## config.mk

```make
export PLATFORM = sky130hd
export DESIGN_NAME = temp_sensor_i2c_slave_port
export DESIGN_NICKNAME = d
export VERILOG_FILES = /design/src/pin_sync.v /design/src/result_buffer.v /design/src/temp_sensor_i2c_slave_port.v
export VERILOG_INCLUDE_DIRS = /design/src
export SDC_FILE = /design/constraint.sdc
export NUM_CORES = 1
export LEC_CHECK = 0
export BUFFER_PORTS_ARGS = -buffer_cell sky130_fd_sc_hd__buf_2
export CAP_MARGIN = 15
export CELL_PAD_IN_SITES_DETAIL_PLACEMENT = 1
export CELL_PAD_IN_SITES_GLOBAL_PLACEMENT = 1
export CORE_ASPECT_RATIO = 1.4
export CORE_MARGIN = 1.5
export CORE_UTILIZATION = 44
export DETAILED_ROUTE_END_ITERATION = 7
export GPL_ROUTABILITY_DRIVEN = 0
export PLACE_DENSITY = 0.74
export SLEW_MARGIN = 25
export SYNTH_ARGS = -nofsm -noshare
export SYNTH_HDL_FRONTEND = slang
export SYNTH_SLANG_ARGS = --single-unit
```

## constraint.sdc

```tcl
create_clock -name clk -period 2.7 [get_ports clk]
set_input_delay 0.54 -clock clk [delete_from_list [all_inputs] [get_ports clk]]
set_output_delay 0.54 -clock clk [all_outputs]
set_load 0.1 [all_outputs]
```

## src/temp_sensor_regs.vh

```
// Purpose: Shared constants of the temperature sensor serial slave port
// Assumes: Included by bare name from the slave port design file only
// Notes:   Definitions only
`ifndef TEMP_SENSOR_REGS_VH
`define TEMP_SENSOR_REGS_VH

// ----------------------------------------------------------------------
// Bus address and pointer decode
// ----------------------------------------------------------------------
`define ADDR_FIXED_UPPER   4'h9
`define PTR_AMBIENT        2'h0
`define PTR_CONFIG         2'h1
`define PTR_HYSTERESIS     2'h2
`define PTR_LIMIT_SET      2'h3

// ----------------------------------------------------------------------
// Reset values and writable mask
// ----------------------------------------------------------------------
`define RST_AMBIENT        16'h0000
`define RST_CONFIG         8'h00
`define RST_HYSTERESIS     16'h4B00
`define RST_LIMIT_SET      16'h5000
`define LIMIT_WMASK_LSB    8'h80

// ----------------------------------------------------------------------
// Configuration field positions
// ----------------------------------------------------------------------
`define CFG_SHUTDOWN       0
`define CFG_ALERT_POL      2
`define CFG_RES_LO         5
`define CFG_RES_HI         6
`define CFG_ONE_SHOT       7

// ----------------------------------------------------------------------
// Timing: coarsest conversion time and clock rate
// ----------------------------------------------------------------------
`define CONV_BASE_MS       30
`define CLK_FREQ_KHZ       250000
`define CONV_BASE_CYCLES   (`CONV_BASE_MS * `CLK_FREQ_KHZ)

`endif

```

## src/pin_sync.v

```verilog
// Purpose: Three-stage synchroniser with agreement filter for pin inputs
// Assumes: Inputs asynchronous to clk
// Notes:   Output updates only when stages two and three agree
`timescale 1ns/10ps
module pin_sync #(
  parameter WIDTH = 2
) (
  // Clock and reset
  input  wire             clk,
  input  wire             reset,
  // Pins in, filtered levels out
  input  wire [WIDTH-1:0] pin_in,
  output reg  [WIDTH-1:0] level
);

  reg [WIDTH-1:0] stage1;
  reg [WIDTH-1:0] stage2;
  reg [WIDTH-1:0] stage3;

  // Stage one feeds stage two only; idle bus level is high
  always @(posedge clk)
  begin
    if (reset)
    begin
      stage1 <= {WIDTH{1'b1}};
      stage2 <= {WIDTH{1'b1}};
      stage3 <= {WIDTH{1'b1}};
    end
    else
    begin
      stage1 <= pin_in;
      stage2 <= stage1;
      stage3 <= stage2;
    end
  end

  // Per bit agreement filter hides a single-cycle glitch
  genvar i;
  generate
    for (i = 0; i < WIDTH; i = i + 1)
    begin : g_filter
      always @(posedge clk)
      begin
        if (reset)
          level[i] <= 1'b1;
        else if (stage2[i] == stage3[i])
          level[i] <= stage3[i];
      end
    end
  endgenerate

endmodule

```

## src/result_buffer.v

```verilog
// Purpose: Two-entry valid/ready buffer for converter results
// Assumes: Both sides on clk
// Notes:   in_ready is a flop so upstream sees a clean stall
`timescale 1ns/10ps
module result_buffer #(
  parameter WIDTH = 16
) (
  // Clock and reset
  input  wire             clk,
  input  wire             reset,
  // Filling side
  input  wire             in_valid,
  output reg              in_ready,
  input  wire [WIDTH-1:0] in_data,
  // Draining side
  output wire             out_valid,
  input  wire             out_ready,
  output wire [WIDTH-1:0] out_data
);

  reg [WIDTH-1:0] entry [0:1];
  reg             wr_ptr;
  reg             rd_ptr;
  reg [1:0]       count;
  reg [1:0]       next_count;
  wire            push;
  wire            pop;

  assign push      = in_valid & in_ready;
  assign pop       = out_valid & out_ready;
  assign out_valid = (count != 2'h0);
  assign out_data  = entry[rd_ptr];

  // Occupancy bookkeeping
  always @*
  begin
    next_count = count;
    if (push & ~pop)
      next_count = count + 2'h1;
    else if (pop & ~push)
      next_count = count - 2'h1;
  end

  // Storage and pointers; full flag registered for the ready output
  always @(posedge clk)
  begin
    if (reset)
    begin
      wr_ptr   <= 1'b0;
      rd_ptr   <= 1'b0;
      count    <= 2'h0;
      in_ready <= 1'b0;
    end
    else
    begin
      if (push)
      begin
        entry[wr_ptr] <= in_data;
        wr_ptr        <= ~wr_ptr;
      end
      if (pop)
        rd_ptr <= ~rd_ptr;
      count    <= next_count;
      in_ready <= (next_count != 2'h2);
    end
  end

endmodule

```

## src/temp_sensor_i2c_slave_port.v

```verilog
// Purpose: Two-wire slave port and register file of a temperature sensor
// Assumes: scl and sda arrive asynchronously; converter logic on clk
// Notes:   Open-drain data pin; slave only, never drives the clock
`timescale 1ns/10ps
`include "temp_sensor_regs.vh"

module temp_sensor_i2c_slave_port #(
  parameter CONV_BASE_CYCLES = `CONV_BASE_CYCLES
) (
  // Clock and reset
  input  wire        clk,
  input  wire        reset,
  // Two-wire bus pins
  input  wire        scl_pin,
  input  wire        sda_in,
  output reg         sda_out,
  output reg         sda_oe,
  // Address straps
  input  wire        addr_select_pin_2,
  input  wire        addr_select_pin_1,
  input  wire        addr_select_pin_0,
  // Converter interface
  output reg         conv_start,
  input  wire        conv_valid,
  output wire        conv_ready,
  input  wire [15:0] conv_result,
  // Alert and configuration
  output reg         alert,
  output reg  [7:0]  config_value
);

  // ----------------------------------------------------------------------
  // Bus state machine encoding
  // ----------------------------------------------------------------------
  localparam [2:0] ST_IDLE    = 3'h0;
  localparam [2:0] ST_ADDR    = 3'h1;
  localparam [2:0] ST_ADDR_AK = 3'h2;
  localparam [2:0] ST_WR_BYTE = 3'h3;
  localparam [2:0] ST_WR_AK   = 3'h4;
  localparam [2:0] ST_RD_BYTE = 3'h5;
  localparam [2:0] ST_RD_AK   = 3'h6;

  reg  [2:0]  state;
  reg  [3:0]  bit_cnt;
  reg  [7:0]  rx_shift;
  reg  [7:0]  tx_shift;
  reg  [1:0]  byte_idx;
  reg         rd_lsb;
  reg  [15:0] rd_word;
  reg  [1:0]  register_select_pointer;
  reg  [15:0] ambient_reg;
  reg  [15:0] hysteresis_reg;
  reg  [15:0] limit_set_reg;
  reg         scl_prev;
  reg         sda_prev;
  reg         alert_active;
  reg  [31:0] conv_cnt;
  reg  [15:0] sel_word;
  wire [1:0]  bus_level;
  wire        scl;
  wire        sda;
  wire        scl_rise;
  wire        scl_fall;
  wire        start_cond;
  wire        stop_cond;
  wire [6:0]  own_addr;
  wire        buf_valid;
  wire        buf_ready;
  wire [15:0] buf_data;
  wire [1:0]  res_sel;
  wire [31:0] conv_period;

  // ----------------------------------------------------------------------
  // Pin synchronisers and bus events
  // ----------------------------------------------------------------------
  pin_sync #(
    .WIDTH (2)
  ) u_sync (
    .clk    (clk),
    .reset  (reset),
    .pin_in ({scl_pin, sda_in}),
    .level  (bus_level)
  );

  assign scl = bus_level[1];
  assign sda = bus_level[0];

  // Previous filtered levels give the edges
  always @(posedge clk)
  begin
    if (reset)
    begin
      scl_prev <= 1'b1;
      sda_prev <= 1'b1;
    end
    else
    begin
      scl_prev <= scl;
      sda_prev <= sda;
    end
  end

  assign scl_rise   = scl & ~scl_prev;
  assign scl_fall   = ~scl & scl_prev;
  assign start_cond = scl & scl_prev & sda_prev & ~sda;
  assign stop_cond  = scl & scl_prev & ~sda_prev & sda;
  assign own_addr   = {`ADDR_FIXED_UPPER, addr_select_pin_2,
                       addr_select_pin_1, addr_select_pin_0};

  // Register selected by the stored pointer
  always @*
  begin
    case (register_select_pointer)
      `PTR_AMBIENT:    sel_word = ambient_reg;
      `PTR_CONFIG:     sel_word = {config_value, config_value};
      `PTR_HYSTERESIS: sel_word = hysteresis_reg;
      default:         sel_word = limit_set_reg;
    endcase
  end

  // ----------------------------------------------------------------------
  // Bus state machine
  // ----------------------------------------------------------------------
  // Data line is only changed on clock falls, so it is stable while high
  always @(posedge clk)
  begin
    if (reset)
    begin
      state                   <= ST_IDLE;
      bit_cnt                 <= 4'h0;
      rx_shift                <= 8'h00;
      tx_shift                <= 8'h00;
      byte_idx                <= 2'h0;
      rd_lsb                  <= 1'b0;
      rd_word                 <= 16'h0000;
      sda_out                 <= 1'b0;
      sda_oe                  <= 1'b0;
      register_select_pointer <= 2'h0;
      hysteresis_reg          <= `RST_HYSTERESIS;
      limit_set_reg           <= `RST_LIMIT_SET;
      config_value            <= `RST_CONFIG;
    end
    else
    begin
      sda_out <= 1'b0;
      if (conv_start)
        config_value[`CFG_ONE_SHOT] <= 1'b0;
      if (start_cond)
      begin
        state    <= ST_ADDR;
        bit_cnt  <= 4'h0;
        byte_idx <= 2'h0;
        sda_oe   <= 1'b0;
      end
      else if (stop_cond)
      begin
        state  <= ST_IDLE;
        sda_oe <= 1'b0;
      end
      else
      begin
        case (state)
          ST_ADDR, ST_WR_BYTE:
          begin
            if (scl_rise)
            begin
              rx_shift <= {rx_shift[6:0], sda};
              bit_cnt  <= bit_cnt + 4'h1;
            end
            else if (scl_fall && bit_cnt == 4'h8)
            begin
              bit_cnt <= 4'h0;
              if (state == ST_ADDR)
              begin
                if (rx_shift[7:1] == own_addr)
                begin
                  state   <= ST_ADDR_AK;
                  sda_oe  <= 1'b1;
                  rd_word <= sel_word;
                  rd_lsb  <= 1'b0;
                end
                else
                  state <= ST_IDLE;
              end
              else
              begin
                state  <= ST_WR_AK;
                sda_oe <= 1'b1;
                if (byte_idx != 2'h3)
                  byte_idx <= byte_idx + 2'h1;
                if (byte_idx == 2'h0)
                  register_select_pointer <= rx_shift[1:0];
                else
                begin
                  // Only MSB then LSB of the selected register; config takes one byte, ambient none
                  case (register_select_pointer)
                    `PTR_CONFIG:
                      if (byte_idx == 2'h1)
                        config_value <= rx_shift;
                    `PTR_HYSTERESIS:
                      if (byte_idx == 2'h1)
                        hysteresis_reg[15:8] <= rx_shift;
                      else if (byte_idx == 2'h2)
                        hysteresis_reg[7:0] <=
                          rx_shift & `LIMIT_WMASK_LSB;
                    `PTR_LIMIT_SET:
                      if (byte_idx == 2'h1)
                        limit_set_reg[15:8] <= rx_shift;
                      else if (byte_idx == 2'h2)
                        limit_set_reg[7:0] <=
                          rx_shift & `LIMIT_WMASK_LSB;
                    default: ;
                  endcase
                end
              end
            end
          end
          ST_ADDR_AK, ST_WR_AK, ST_RD_AK:
          begin
            if (state == ST_RD_AK && scl_rise && sda)
              state <= ST_IDLE;
            else if (scl_fall)
            begin
              // Acknowledge held low until this fall
              if (state == ST_WR_AK ||
                  (state == ST_ADDR_AK && !rx_shift[0]))
              begin
                state  <= ST_WR_BYTE;
                sda_oe <= 1'b0;
              end
              else
              begin
                state    <= ST_RD_BYTE;
                tx_shift <= {(rd_lsb ? rd_word[6:0] : rd_word[14:8]),
                             1'b0};
                sda_oe   <= rd_lsb ? ~rd_word[7] : ~rd_word[15];
                rd_lsb   <= ~rd_lsb;
              end
            end
          end
          ST_RD_BYTE:
          begin
            if (scl_rise)
              bit_cnt <= bit_cnt + 4'h1;
            else if (scl_fall)
            begin
              if (bit_cnt == 4'h8)
              begin
                bit_cnt <= 4'h0;
                state   <= ST_RD_AK;
                sda_oe  <= 1'b0;
              end
              else
              begin
                sda_oe   <= ~tx_shift[7];
                tx_shift <= {tx_shift[6:0], 1'b0};
              end
            end
          end
          default:
            sda_oe <= 1'b0;
        endcase
      end
    end
  end

  // ----------------------------------------------------------------------
  // Converter results and conversion pacing
  // ----------------------------------------------------------------------
  // Results wait in the buffer while a transaction is in flight
  result_buffer #(
    .WIDTH (16)
  ) u_buffer (
    .clk       (clk),
    .reset     (reset),
    .in_valid  (conv_valid),
    .in_ready  (conv_ready),
    .in_data   (conv_result),
    .out_valid (buf_valid),
    .out_ready (buf_ready),
    .out_data  (buf_data)
  );

  assign buf_ready = (state == ST_IDLE);

  // Whole word loaded at once, never half updated
  always @(posedge clk)
  begin
    if (reset)
      ambient_reg <= `RST_AMBIENT;
    else if (buf_valid & buf_ready)
      ambient_reg <= buf_data;
  end

  assign res_sel     = config_value[`CFG_RES_HI:`CFG_RES_LO];
  assign conv_period = CONV_BASE_CYCLES << res_sel;

  // Free-running pace unless shut down; one-shot fires once
  always @(posedge clk)
  begin
    if (reset)
    begin
      conv_cnt   <= 32'h00000000;
      conv_start <= 1'b0;
    end
    else
    begin
      conv_start <= 1'b0;
      if (config_value[`CFG_SHUTDOWN])
      begin
        conv_cnt <= 32'h00000000;
        if (config_value[`CFG_ONE_SHOT] && !conv_start)
          conv_start <= 1'b1;
      end
      else if (conv_cnt >= conv_period - 32'h00000001)
      begin
        conv_cnt   <= 32'h00000000;
        conv_start <= 1'b1;
      end
      else
        conv_cnt <= conv_cnt + 32'h00000001;
    end
  end

  // ----------------------------------------------------------------------
  // Alert comparator with hysteresis
  // ----------------------------------------------------------------------
  always @(posedge clk)
  begin
    if (reset)
    begin
      alert_active <= 1'b0;
      alert        <= 1'b1;
    end
    else
    begin
      if ($signed(ambient_reg) > $signed(limit_set_reg))
        alert_active <= 1'b1;
      else if ($signed(ambient_reg) < $signed(hysteresis_reg))
        alert_active <= 1'b0;
      alert <= config_value[`CFG_ALERT_POL] ? alert_active
                                            : ~alert_active;
    end
  end

endmodule

```

==> results of run 1 <==
synthesized netlist by cell type, types with 2 or more instances:
cell / n
dfxtp_1: 136
nor4_1: 25
a311oi_1: 3
o21a_1: 2
a211oi_1: 21
nand2_1: 48
o311a_1: 2
a21o_1: 12
mux4_2: 9
o21ai_0: 12
buf_4: 5
nand3_1: 25
edfxtp_1: 32
xor2_1: 9
or2_2: 9
or3_1: 10
a31oi_1: 2
buf_2: 16
nor3_1: 11
nor4_2: 10
nor2b_1: 6
and3_1: 8
xnor2_1: 30
clkbuf_1: 30
a21oi_1: 43
ha_1: 61
and4_1: 11
nand4_1: 13
nor3b_1: 2
nand3b_1: 4
and2_1: 3
mux2i_1: 69
inv_1: 45
nor4b_1: 2
buf_6: 2
nand2b_1: 5
conb_1: 2
a221oi_1: 2
nor2_1: 89
nor3_2: 7
o211ai_1: 8
o2111ai_1: 2
metrics by stage:
stage	hold WS [ns]	setup WS [ns]	power [mW]	util, %
5_1_grt	0.2711	-0.2484	6.928	52.41
4_1_cts	0.2753	-0.1135	6.656	52.27
2_1_floorplan	0.3895	-0.1003	3.804	-
6_report	0.2847	-0.1325	6.598	52.41
3_5_place_dp	0.4016	-0.1336	4.136	48.13
3_3_place_gp	0.3970	-0.06592	4.092	48.13
repair_timing:
| item | 4_1_cts | 5_1_grt |
|---|---|---|
| buffers inserted | 7 | 2 |
| hold buffers | 0 | 0 |
| gates cloned | 3 | 0 |
| setup endpoints to repair | 33 | 33 |
| gates resized for setup | 14 | 2 |
| pin swaps | 8 | 2 |
worst paths after layout:
path	start	end	slack, ns	cells after the start
worst max-delay path	config_value[5]	conv_start	-0.13	12
worst min-delay path	conv_result[13]	u_buffer.entry[0][13]	0.28	1
worst max register to register	config_value[5]	conv_start	-0.13	12
worst min register to register	u_sync.stage1[1]	u_sync.stage2[1]	0.41	1
area by class of cell:
type                       instances  area (um2)  area share, %
clock buffer                      17       425.4          4.224
timing repair buffer              84       621.8          6.174
sequential                       168        3691          36.65
inverter                          45       176.4          1.752
clock inverter                    15       193.9          1.925
tap                              248       310.3          3.081
multi-input combinational        608        4653          46.20
logic make-up after synthesis:
group                    after synthesis  synth area share (%)
multiplexers                          79                 10.48
XOR/XNOR                              39                 3.955
buffers and inverters                 99                 4.926
AO/OA/AOI/OAI                        123                 9.563
adder cells (fa/ha/maj)               61                 8.838
AND/OR/NAND/NOR                      301                 19.50
flip-flops                           168                 42.65
other                                  2               0.08696
worst max-delay path: stages (launching register included):
cell and delay (ns):
dfxtp_4 0.38, inv_4 0.05, ha_4 0.15, or4_4 0.53
ha_4 0.29, nand4_1 0.15, nor4_4 0.20, nand4_1 0.16
buf_4 0.18, a311oi_4 0.21, buf_4 0.18, buf_6 0.13
o221a_4 0.17
metal layers:
layer	track usage [%]	vias up	routed length, um
li1	-	3239	-
met1	26.69	3201	9087
met2	39.79	80	11250
met3	4.043	33	524
met4	6.701	0	417
met5	0	-	0
power by group:
group / total [mW] / switching, mW / internal (mW)
Combinational: 1.14 / 0.628 / 0.508
Clock: 2.51 / 1.23 / 1.28
Sequential: 2.95 / 0.223 / 2.73
Total: 6.60 / 2.08 / 4.52
==> results.py, run 1 <==
metrics = {
    "timing": {
        "fin_crit_sh_pct": 104.9,
        "slew-limit-headroom_pct": 33.88,
        "fmax_mhz": 353.0,
        "clock_skew_ns": 0.007915,
        "setup_ws_ns": -0.1325,
        "finalSetupViolCount": 33,
        "tns_ns": -3.210,
        "min_period_ns": 2.832,
        "final-max-slew-violation-count": 0,
        "hold_violations": 0,
        "rsz0062_at_grt": "yes",
        "tightest_slew_ns": 0.9905,
    },
    "detailed_routing": {
        "drtPass1Iterations": 4,
        "drtIter0Drc": 288,
        "viasPerCell": 5.530,
        "final_antenna_net_count": 0,
        "routed_wirelength_um": 21280,
        "wl_per_cell_um": 17.95,
        "drcViolationCount": 0,
        "via_count": 6553,
    },
    "setup_path": {
        "worstSetupPathType": "reg2reg",
        "worstPathArrival_ns": 3.21,
        "endpoint_kind": "flop",
        "cp.required_ns": 3.08,
        "critPathLaunchType": "flop",
        "crit_fanout": 6,
    },
    "clock_network": {
        "cts.sinks": 168,
        "path_clk_slew_ns": 0.08,
        "cts_root_buffer": "clkbuf_16",
        "numCtsBuffers": 17,
        "worstSkewPairLatency_ns": 0.43,
        "cts_tree": "built",
        "ctsLongestPathBuffers": 2,
        "clock_tree.htree_level_count": 4,
    },
    "global_routing": {
        "grt_first_pass_wirelength_um": 35740,
        "antenna_found_initial": 0,
        "grt_usage_pct": 22.17,
        "grt_max_degree": 45,
        "overflow": 0,
        "grt_pass1_vias": 6907,
    },
    "place": {
        "placed_area_um2": 9249,
        "detailed_place_hpwl_um": 14850,
        "dp_cells": 1141,
        "port_buffers": 35,
    },
    "yosys": {
        "yosysWarnings": 0,
        "synthCells": 872,
        "synth_area_um2": 8636,
        "ys_ff_latch": 168,
        "synthArstFlopShare_pct": 0,
        "ys_types": 71,
        "yosys-top-cells-area": "dfxtp_1 (32%), edfxtp_1 (11%), ha_1 (8.8%)",
        "synth_top_area_cell": "dfxtp_1",
        "ys.flop_type": "dfxtp_1",
        "syn_avg_cell_area_um2": 9.903,
        "synth_top_area_share_pct": 31.53,
        "synth_edf_count": 32,
        "yosysSeqAreaShare_pct": 42.65,
    },
    "floorplanning": {
        "die_w_um": 121.4,
        "row_count": 60,
        "die_h_um": 168.8,
        "dieArea_um2": 20490,
        "ios": 37,
        "start_util_pct": 44.93,
        "core_um2": 19220,
    },
    "cells_and_area": {
        "postLayoutCellArea_um2": 10070,
        "fillers": 2190,
        "antenna_cells": 0,
        "syn_to_final_growth_pct": 16.63,
        "most-common-layout-cells": "dfxtp_1 (134), nor2_1 (89), mux2i_1 (69), ha_1 (57), nand2_1 (48)",
        "final_common_cell": "dfxtp_1",
        "largestRegisters": "conv_cnt x32, u_buffer.entry x32",
        "instances_no_fill": 1185,
        "nets": 1009,
        "layout-drive-gt1-share_pct": 19.21,
    },
    "power_and_ir_drop": {
        "power_density_nw_per_um2": 655.1,
        "cellLeakagePower_nw": 3.903,
        "ir_worst_vdd_mv": 0.4328,
    },
    "hold_path": {
        "hold_class": "in2reg",
    },
    "status": {
        "outcome": "finished, violations left",
        "violations": "negative setup slack",
    },
    "job": {
        "drv.max_cap_violation_count": 0,
    },
}
No activity file was read; power rests on OpenSTA's default activity.
==> run 2, diff against run 1 <==
--- a/config.mk
+++ b/config.mk
@@ -6,13 +6,14 @@
 export SDC_FILE = /design/constraint.sdc
 export NUM_CORES = 1
 export LEC_CHECK = 0
-export BUFFER_PORTS_ARGS = -buffer_cell sky130_fd_sc_hd__buf_2
+export BUFFER_PORTS_ARGS = -buffer_cell sky130_fd_sc_hd__clkbuf_2
 export CAP_MARGIN = 15
 export CELL_PAD_IN_SITES_DETAIL_PLACEMENT = 1
 export CELL_PAD_IN_SITES_GLOBAL_PLACEMENT = 1
 export CORE_ASPECT_RATIO = 1.4
 export CORE_MARGIN = 1.5
 export CORE_UTILIZATION = 44
+export CTS_CLUSTER_DIAMETER = 120
 export DETAILED_ROUTE_END_ITERATION = 7
 export GPL_ROUTABILITY_DRIVEN = 0
 export PLACE_DENSITY = 0.74
==> run 2 against run 1 <==
Against the previous run:
- clock skew grew 0.0041 ns
- highest routed layer unchanged
- the flow still finishes with violations (negative setup slack)
- worst setup slack gained 0.0020 ns
- fmax is essentially flat
- count of clock-buffer cells in the layout is the same
==> results.py, run 2 (synthesis gave the netlist of run 1 again) <==
metrics = {
    "clock_network": {
        "cts_tree": "built",
        "worstSkewPairLatency_ns": 0.44,
        "holdBufCountCts": 0,
        "cts_root_buffer": "clkbuf_16",
        "ctsLongestPathBuffers": 2,
        "cts.sinks": 168,
        "path_clk_slew_ns": 0.07,
        "clock_tree.htree_level_count": 4,
        "numCtsBuffers": 17,
    },
    "cells_and_area": {
        "postLayoutCellArea_um2": 10040,
        "final_common_cell": "dfxtp_1",
        "syn_to_final_growth_pct": 16.31,
        "multi_input_area_um2": 4666,
        "fillers": 2174,
        "largestRegisters": "conv_cnt x32, u_buffer.entry x32",
        "antenna_cells": 0,
        "layout-drive-gt1-share_pct": 18.84,
        "instances_no_fill": 1182,
        "nets": 1006,
        "final_util_pct": 52.27,
        "most-common-layout-cells": "dfxtp_1 (134), nor2_1 (89), mux2i_1 (69), ha_1 (58), nand2_1 (48)",
        "ff_latch_area_um2": 3691,
    },
    "power_and_ir_drop": {
        "cellLeakagePower_nw": 3.879,
        "ir_worst_vdd_mv": 0.4380,
        "power_density_nw_per_um2": 654.5,
    },
    "setup_path": {
        "worstSetupPathType": "reg2reg",
        "critPathLaunchType": "flop",
        "worstPathArrival_ns": 3.21,
        "cpPeakStageDelay_ns": 0.54,
        "endpoint_kind": "flop",
        "crit_slowest_cell": "or4_4",
        "crit_chain": "inv_6, ha_4, or4_4, ha_4, nand4_1, nor4_4, nand4_1, buf_4, a311oi_4, buf_6, buf_8, o221a_4",
        "crit_fanout": 6,
        "cp.required_ns": 3.08,
    },
    "timing": {
        "finalSetupViolCount": 33,
        "hold_violations": 0,
        "rsz0062_at_grt": "yes",
        "slew-limit-headroom_pct": 36.73,
        "hold_ws_ns": 0.2878,
        "tightest_slew_ns": 0.9478,
        "clock_skew_ns": 0.01200,
        "final-max-slew-violation-count": 0,
        "min_period_ns": 2.831,
        "fin_crit_sh_pct": 104.8,
        "fmax_mhz": 353.3,
        "setup_ws_ns": -0.1305,
    },
    "place": {
        "port_buffers": 35,
        "detailed_place_hpwl_um": 14730,
        "placed_area_um2": 9249,
        "dp_cells": 1141,
        "dp_slack_ns": -0.1300,
    },
    "global_routing": {
        "overflow": 0,
        "grt_max_degree": 41,
        "grtUsageMet1_pct": 26.34,
        "grt_usage_pct": 22.26,
        "gr-usage-met2_pct": 40.21,
        "grt_pass1_vias": 7024,
        "antenna_found_initial": 0,
        "use_met3_pct": 4.077,
        "gr-max-usage-layer": "met2",
        "grt_first_pass_wirelength_um": 35840,
    },
    "status": {
        "violations": "negative setup slack",
        "outcome": "finished, violations left",
    },
    "detailed_routing": {
        "routed_wirelength_um": 21600,
        "drtPass1Iterations": 4,
        "wl_per_cell_um": 18.28,
        "via_count": 6578,
        "viasPerCell": 5.565,
        "drcViolationCount": 0,
        "final_antenna_net_count": 0,
        "drtIter0Drc": 280,
    },
    "floorplanning": {
        "dieArea_um2": 20490,
        "core_um2": 19220,
        "die_w_um": 121.4,
        "start_util_pct": 44.93,
        "row_count": 60,
        "die_h_um": 168.8,
        "ios": 37,
    },
    "hold_path": {
        "hold_class": "in2reg",
    },
    "job": {
        "drv.max_cap_violation_count": 0,
    },
}
-- run 2: final timing paths --
| path | depth (start not counted) | start | slack, ns | endpoint |
|---|---|---|---|---|
| worst min register to register | 1 | u_sync.stage1[1] | 0.41 | u_sync.stage2[1] |
| worst max register to register | 12 | config_value[5] | -0.13 | conv_start |
| worst max-delay path | 12 | config_value[5] | -0.13 | conv_start |
| worst min-delay path | 1 | conv_result[8] | 0.29 | u_buffer.entry[0][8] |
-- run 2: metrics by stage --
stage | setup TNS (ns) | total power, mW
after floorplan | -2.074 | 3.804
after global placement | -1.294 | 4.092
after detailed placement | -2.768 | 4.138
after CTS | -4.823 | 6.640
after global routing | -6.630 | 6.880
final | -2.712 | 6.575
-- run 2: cell type report --
class	instances	area share, %
clock buffer	17	4.235
clock inverter	15	1.731
inverter	45	1.781
multi-input combinational	608	46.45
sequential	168	36.75
tap	248	3.089
timing repair buffer	81	5.967
-- run 2: repair_timing --
action | in CTS | in global routing
cloned | 3 | 0
gates resized for setup | 16 | 4
buffers inserted | 6 | 1
endpoints found under the setup margin | 33 | 33
pin swaps | 7 | 2
-- run 2: report_power, final --
part           internal [mW]  leakage (nW)  switching [mW]  total, mW
logic                  0.506          2.19           0.626       1.13
registers               2.73          1.39           0.226       2.96
clock network           1.32         0.291            1.16       2.49
-- run 2: layer usage --
layer | share of wire (%) | routed length (um) | up-vias
li1 | - | - | 3227
met1 | 43 | 9279 | 3258
met2 | 53 | 11470 | 66
met3 | 2.3 | 494 | 27
met4 | 1.7 | 361 | 0
met5 | 0 | 0 | -
-- run 2: critical path, delay by kind of cell, from the launching register on --
kind,cells,cell delay [ns]
buffers and inverters,4,0.52
flip-flops,1,0.39
AO/OA/AOI/OAI,2,0.39
AND/OR/NAND/NOR,4,1.04
adder cells (fa/ha/maj),2,0.43
==> run 3, diff against run 2 <==
--- a/config.mk
+++ b/config.mk
@@ -12,11 +12,11 @@
 export CELL_PAD_IN_SITES_GLOBAL_PLACEMENT = 1
 export CORE_ASPECT_RATIO = 1.4
 export CORE_MARGIN = 1.5
-export CORE_UTILIZATION = 44
+export CORE_UTILIZATION = 49
 export CTS_CLUSTER_DIAMETER = 120
 export DETAILED_ROUTE_END_ITERATION = 7
 export GPL_ROUTABILITY_DRIVEN = 0
-export PLACE_DENSITY = 0.74
+export PLACE_DENSITY = 0.78
 export SLEW_MARGIN = 25
 export SYNTH_ARGS = -nofsm -noshare
 export SYNTH_HDL_FRONTEND = slang
==> constraint.sdc (replaced) <==
create_clock -name clk -period 2.91 [get_ports clk]
set_input_delay 0.582 -clock clk [delete_from_list [all_inputs] [get_ports clk]]
set_output_delay 0.582 -clock clk [all_outputs]
set_load 0.1 [all_outputs]
==> run 3 against run 2 <==
Against the previous run:
- the flow still finishes with violations (negative setup slack)
- worst setup slack better by 0.040 ns
- clock power is 8.0% lower
- non-clock buffer count is 5 lower
- count of clock-buffer cells in the layout stayed put
- register-to-register slack better by 0.04 ns
- critical path type unchanged
- first-iteration DRC count is 16% higher
- wire length is 7.8% higher
==> results.py, run 3 (synthesis gave the netlist of run 1 again) <==
metrics = {
    "global_routing": {
        "overflow": 0,
        "grt_max_degree": 87,
        "antenna_found_initial": 2,
        "grt_first_pass_wirelength_um": 37400,
        "grt_pass1_vias": 7298,
        "grt_usage_pct": 26.12,
    },
    "cells_and_area": {
        "fillers": 1878,
        "syn_to_final_growth_pct": 17.70,
        "postLayoutCellArea_um2": 10160,
        "layout-drive-gt1-share_pct": 20.34,
        "nets": 1001,
        "largestRegisters": "conv_cnt x32, u_buffer.entry x32",
        "final_common_cell": "dfxtp_1",
        "most-common-layout-cells": "dfxtp_1 (134), nor2_1 (89), mux2i_1 (69), ha_1 (58), nand2_1 (48)",
    },
    "detailed_routing": {
        "via_count": 6746,
        "final_antenna_net_count": 0,
        "drtPass1Iterations": 4,
        "wl_per_cell_um": 19.97,
        "drtIter0Drc": 326,
        "routed_wirelength_um": 23290,
        "viasPerCell": 5.786,
        "drcViolationCount": 0,
    },
    "clock_network": {
        "ctsLongestPathBuffers": 2,
        "worstSkewPairLatency_ns": 0.44,
        "cts_root_buffer": "clkbuf_16",
        "numCtsBuffers": 17,
        "clock_tree.htree_level_count": 4,
        "cts.sinks": 168,
        "path_clk_slew_ns": 0.08,
        "cts_tree": "built",
    },
    "status": {
        "violations": "negative setup slack",
        "outcome": "finished, violations left",
    },
    "timing": {
        "tightest_slew_ns": 0.9376,
        "tns_ns": -1.411,
        "slew-limit-headroom_pct": 37.41,
        "hold_violations": 0,
        "rsz0062_at_grt": "yes",
        "fin_crit_sh_pct": 103.1,
        "min_period_ns": 3.000,
        "final-max-slew-violation-count": 0,
        "fmax_mhz": 333.3,
        "finalSetupViolCount": 22,
        "setup_ws_ns": -0.09027,
        "clock_skew_ns": 0.01337,
    },
    "setup_path": {
        "critPathLaunchType": "flop",
        "endpoint_kind": "flop",
        "cpPeakStageDelay_ns": 0.54,
        "crit_chain": "inv_6, ha_4, inv_4, or4_4, ha_4, nand4_1, nor4_4, nand4_1, buf_4, a311oi_4, buf_6, buf_12, buf_16, nor4_4",
        "worstSetupPathType": "reg2reg",
        "crit_fanout": 5,
        "worstPathArrival_ns": 3.31,
        "cp.required_ns": 3.22,
        "crit_slowest_cell": "or4_4",
    },
    "power_and_ir_drop": {
        "fin_total_pwr_mw": 6.126,
        "ir_worst_vdd_mv": 0.3953,
        "cellLeakagePower_nw": 3.901,
        "power_density_nw_per_um2": 602.7,
    },
    "place": {
        "port_buffers": 35,
        "placed_area_um2": 9109,
        "detailed_place_hpwl_um": 15480,
    },
    "floorplanning": {
        "ios": 37,
        "start_util_pct": 49.83,
        "dieArea_um2": 18440,
        "row_count": 57,
        "core_um2": 17330,
        "die_w_um": 115.2,
        "die_h_um": 160.1,
    },
    "job": {
        "drv.max_cap_violation_count": 0,
    },
    "hold_path": {
        "hold_class": "in2reg",
    },
}
==> run 3: cell count changes in the layout (fill, tap and decap cells not counted), sizes merged <==
cell / previous run / this run
buf: 46 / 41
bufbuf: 1 / 0
bufinv: 1 / 0
clkbuf: 51 / 52
clkinv: 5 / 6
diode: 0 / 1
==> run 3: area by class of cell <==
cell class / count / area (um2) / area share [%]
multi-input cells: 608 / 4795 / 47.17
flip-flops and latches: 168 / 3691 / 36.31
repair buffers: 76 / 591.8 / 5.822
clock buffers: 17 / 425.4 / 4.185
well taps: 236 / 295.3 / 2.905
clock inverters: 15 / 185.2 / 1.822
inverters: 45 / 178.9 / 1.760
diodes: 1 / 2.502 / 0.02462
==> run 3: final timing paths <==
kind         cells past startpoint  slack (ns)                    end        startpoint
min                              1        0.33  u_buffer.entry[0][11]   conv_result[11]
max                             14       -0.09           conv_cnt[27]   config_value[6]
min reg2reg                      1        0.41       u_sync.stage2[1]  u_sync.stage1[1]
max reg2reg                     14       -0.09           conv_cnt[27]   config_value[6]
==> run 3: per-stage QoR <==
| stage | utilization [%] | setup WS, ns | instances | hold WS [ns] |
|---|---|---|---|---|
| floorplan | - | 0.03380 | 875 | 0.3895 |
| global placement | 52.56 | 0.07658 | 1113 | 0.3953 |
| detailed placement | 52.56 | -0.1368 | 1113 | 0.3969 |
| CTS | 57.69 | -0.07769 | 1162 | 0.3081 |
| global route | 58.64 | -0.2133 | 1165 | 0.3153 |
| finish | 58.65 | -0.09027 | 1166 | 0.3279 |
==> run 3: what timing repair did <==
action	in CTS	in global routing
pin swaps	7	6
cloned	3	1
gates resized for setup	19	29
buffers inserted	14	7
hold buffers	0	0
setup endpoints to repair	33	33
==> run 3: power by group <==
part	internal [mW]	switching [mW]
Combinational	0.474	0.616
Sequential	2.53	0.211
Clock	1.17	1.12
Total	4.18	1.95
==> run 3: routing by layer <==
metal	track usage (%)	share of wire [%]	up-vias	routed length, um
li1	-	-	3229	-
met1	29.24	40	3368	9413
met2	46.89	54	109	12500
met3	5.237	3.0	40	701
met4	12.01	2.9	0	671
met5	0	0	-	0
==> run 3: critical path: cells and delay by family, from the launching register on <==
kind	cells	cell delay (ns)
DFF	1	0.38
adders and majority gates	2	0.43
AOI/OAI and AO/OA	1	0.25
buffers and inverters	6	0.68
and+or+nand+nor	5	1.11
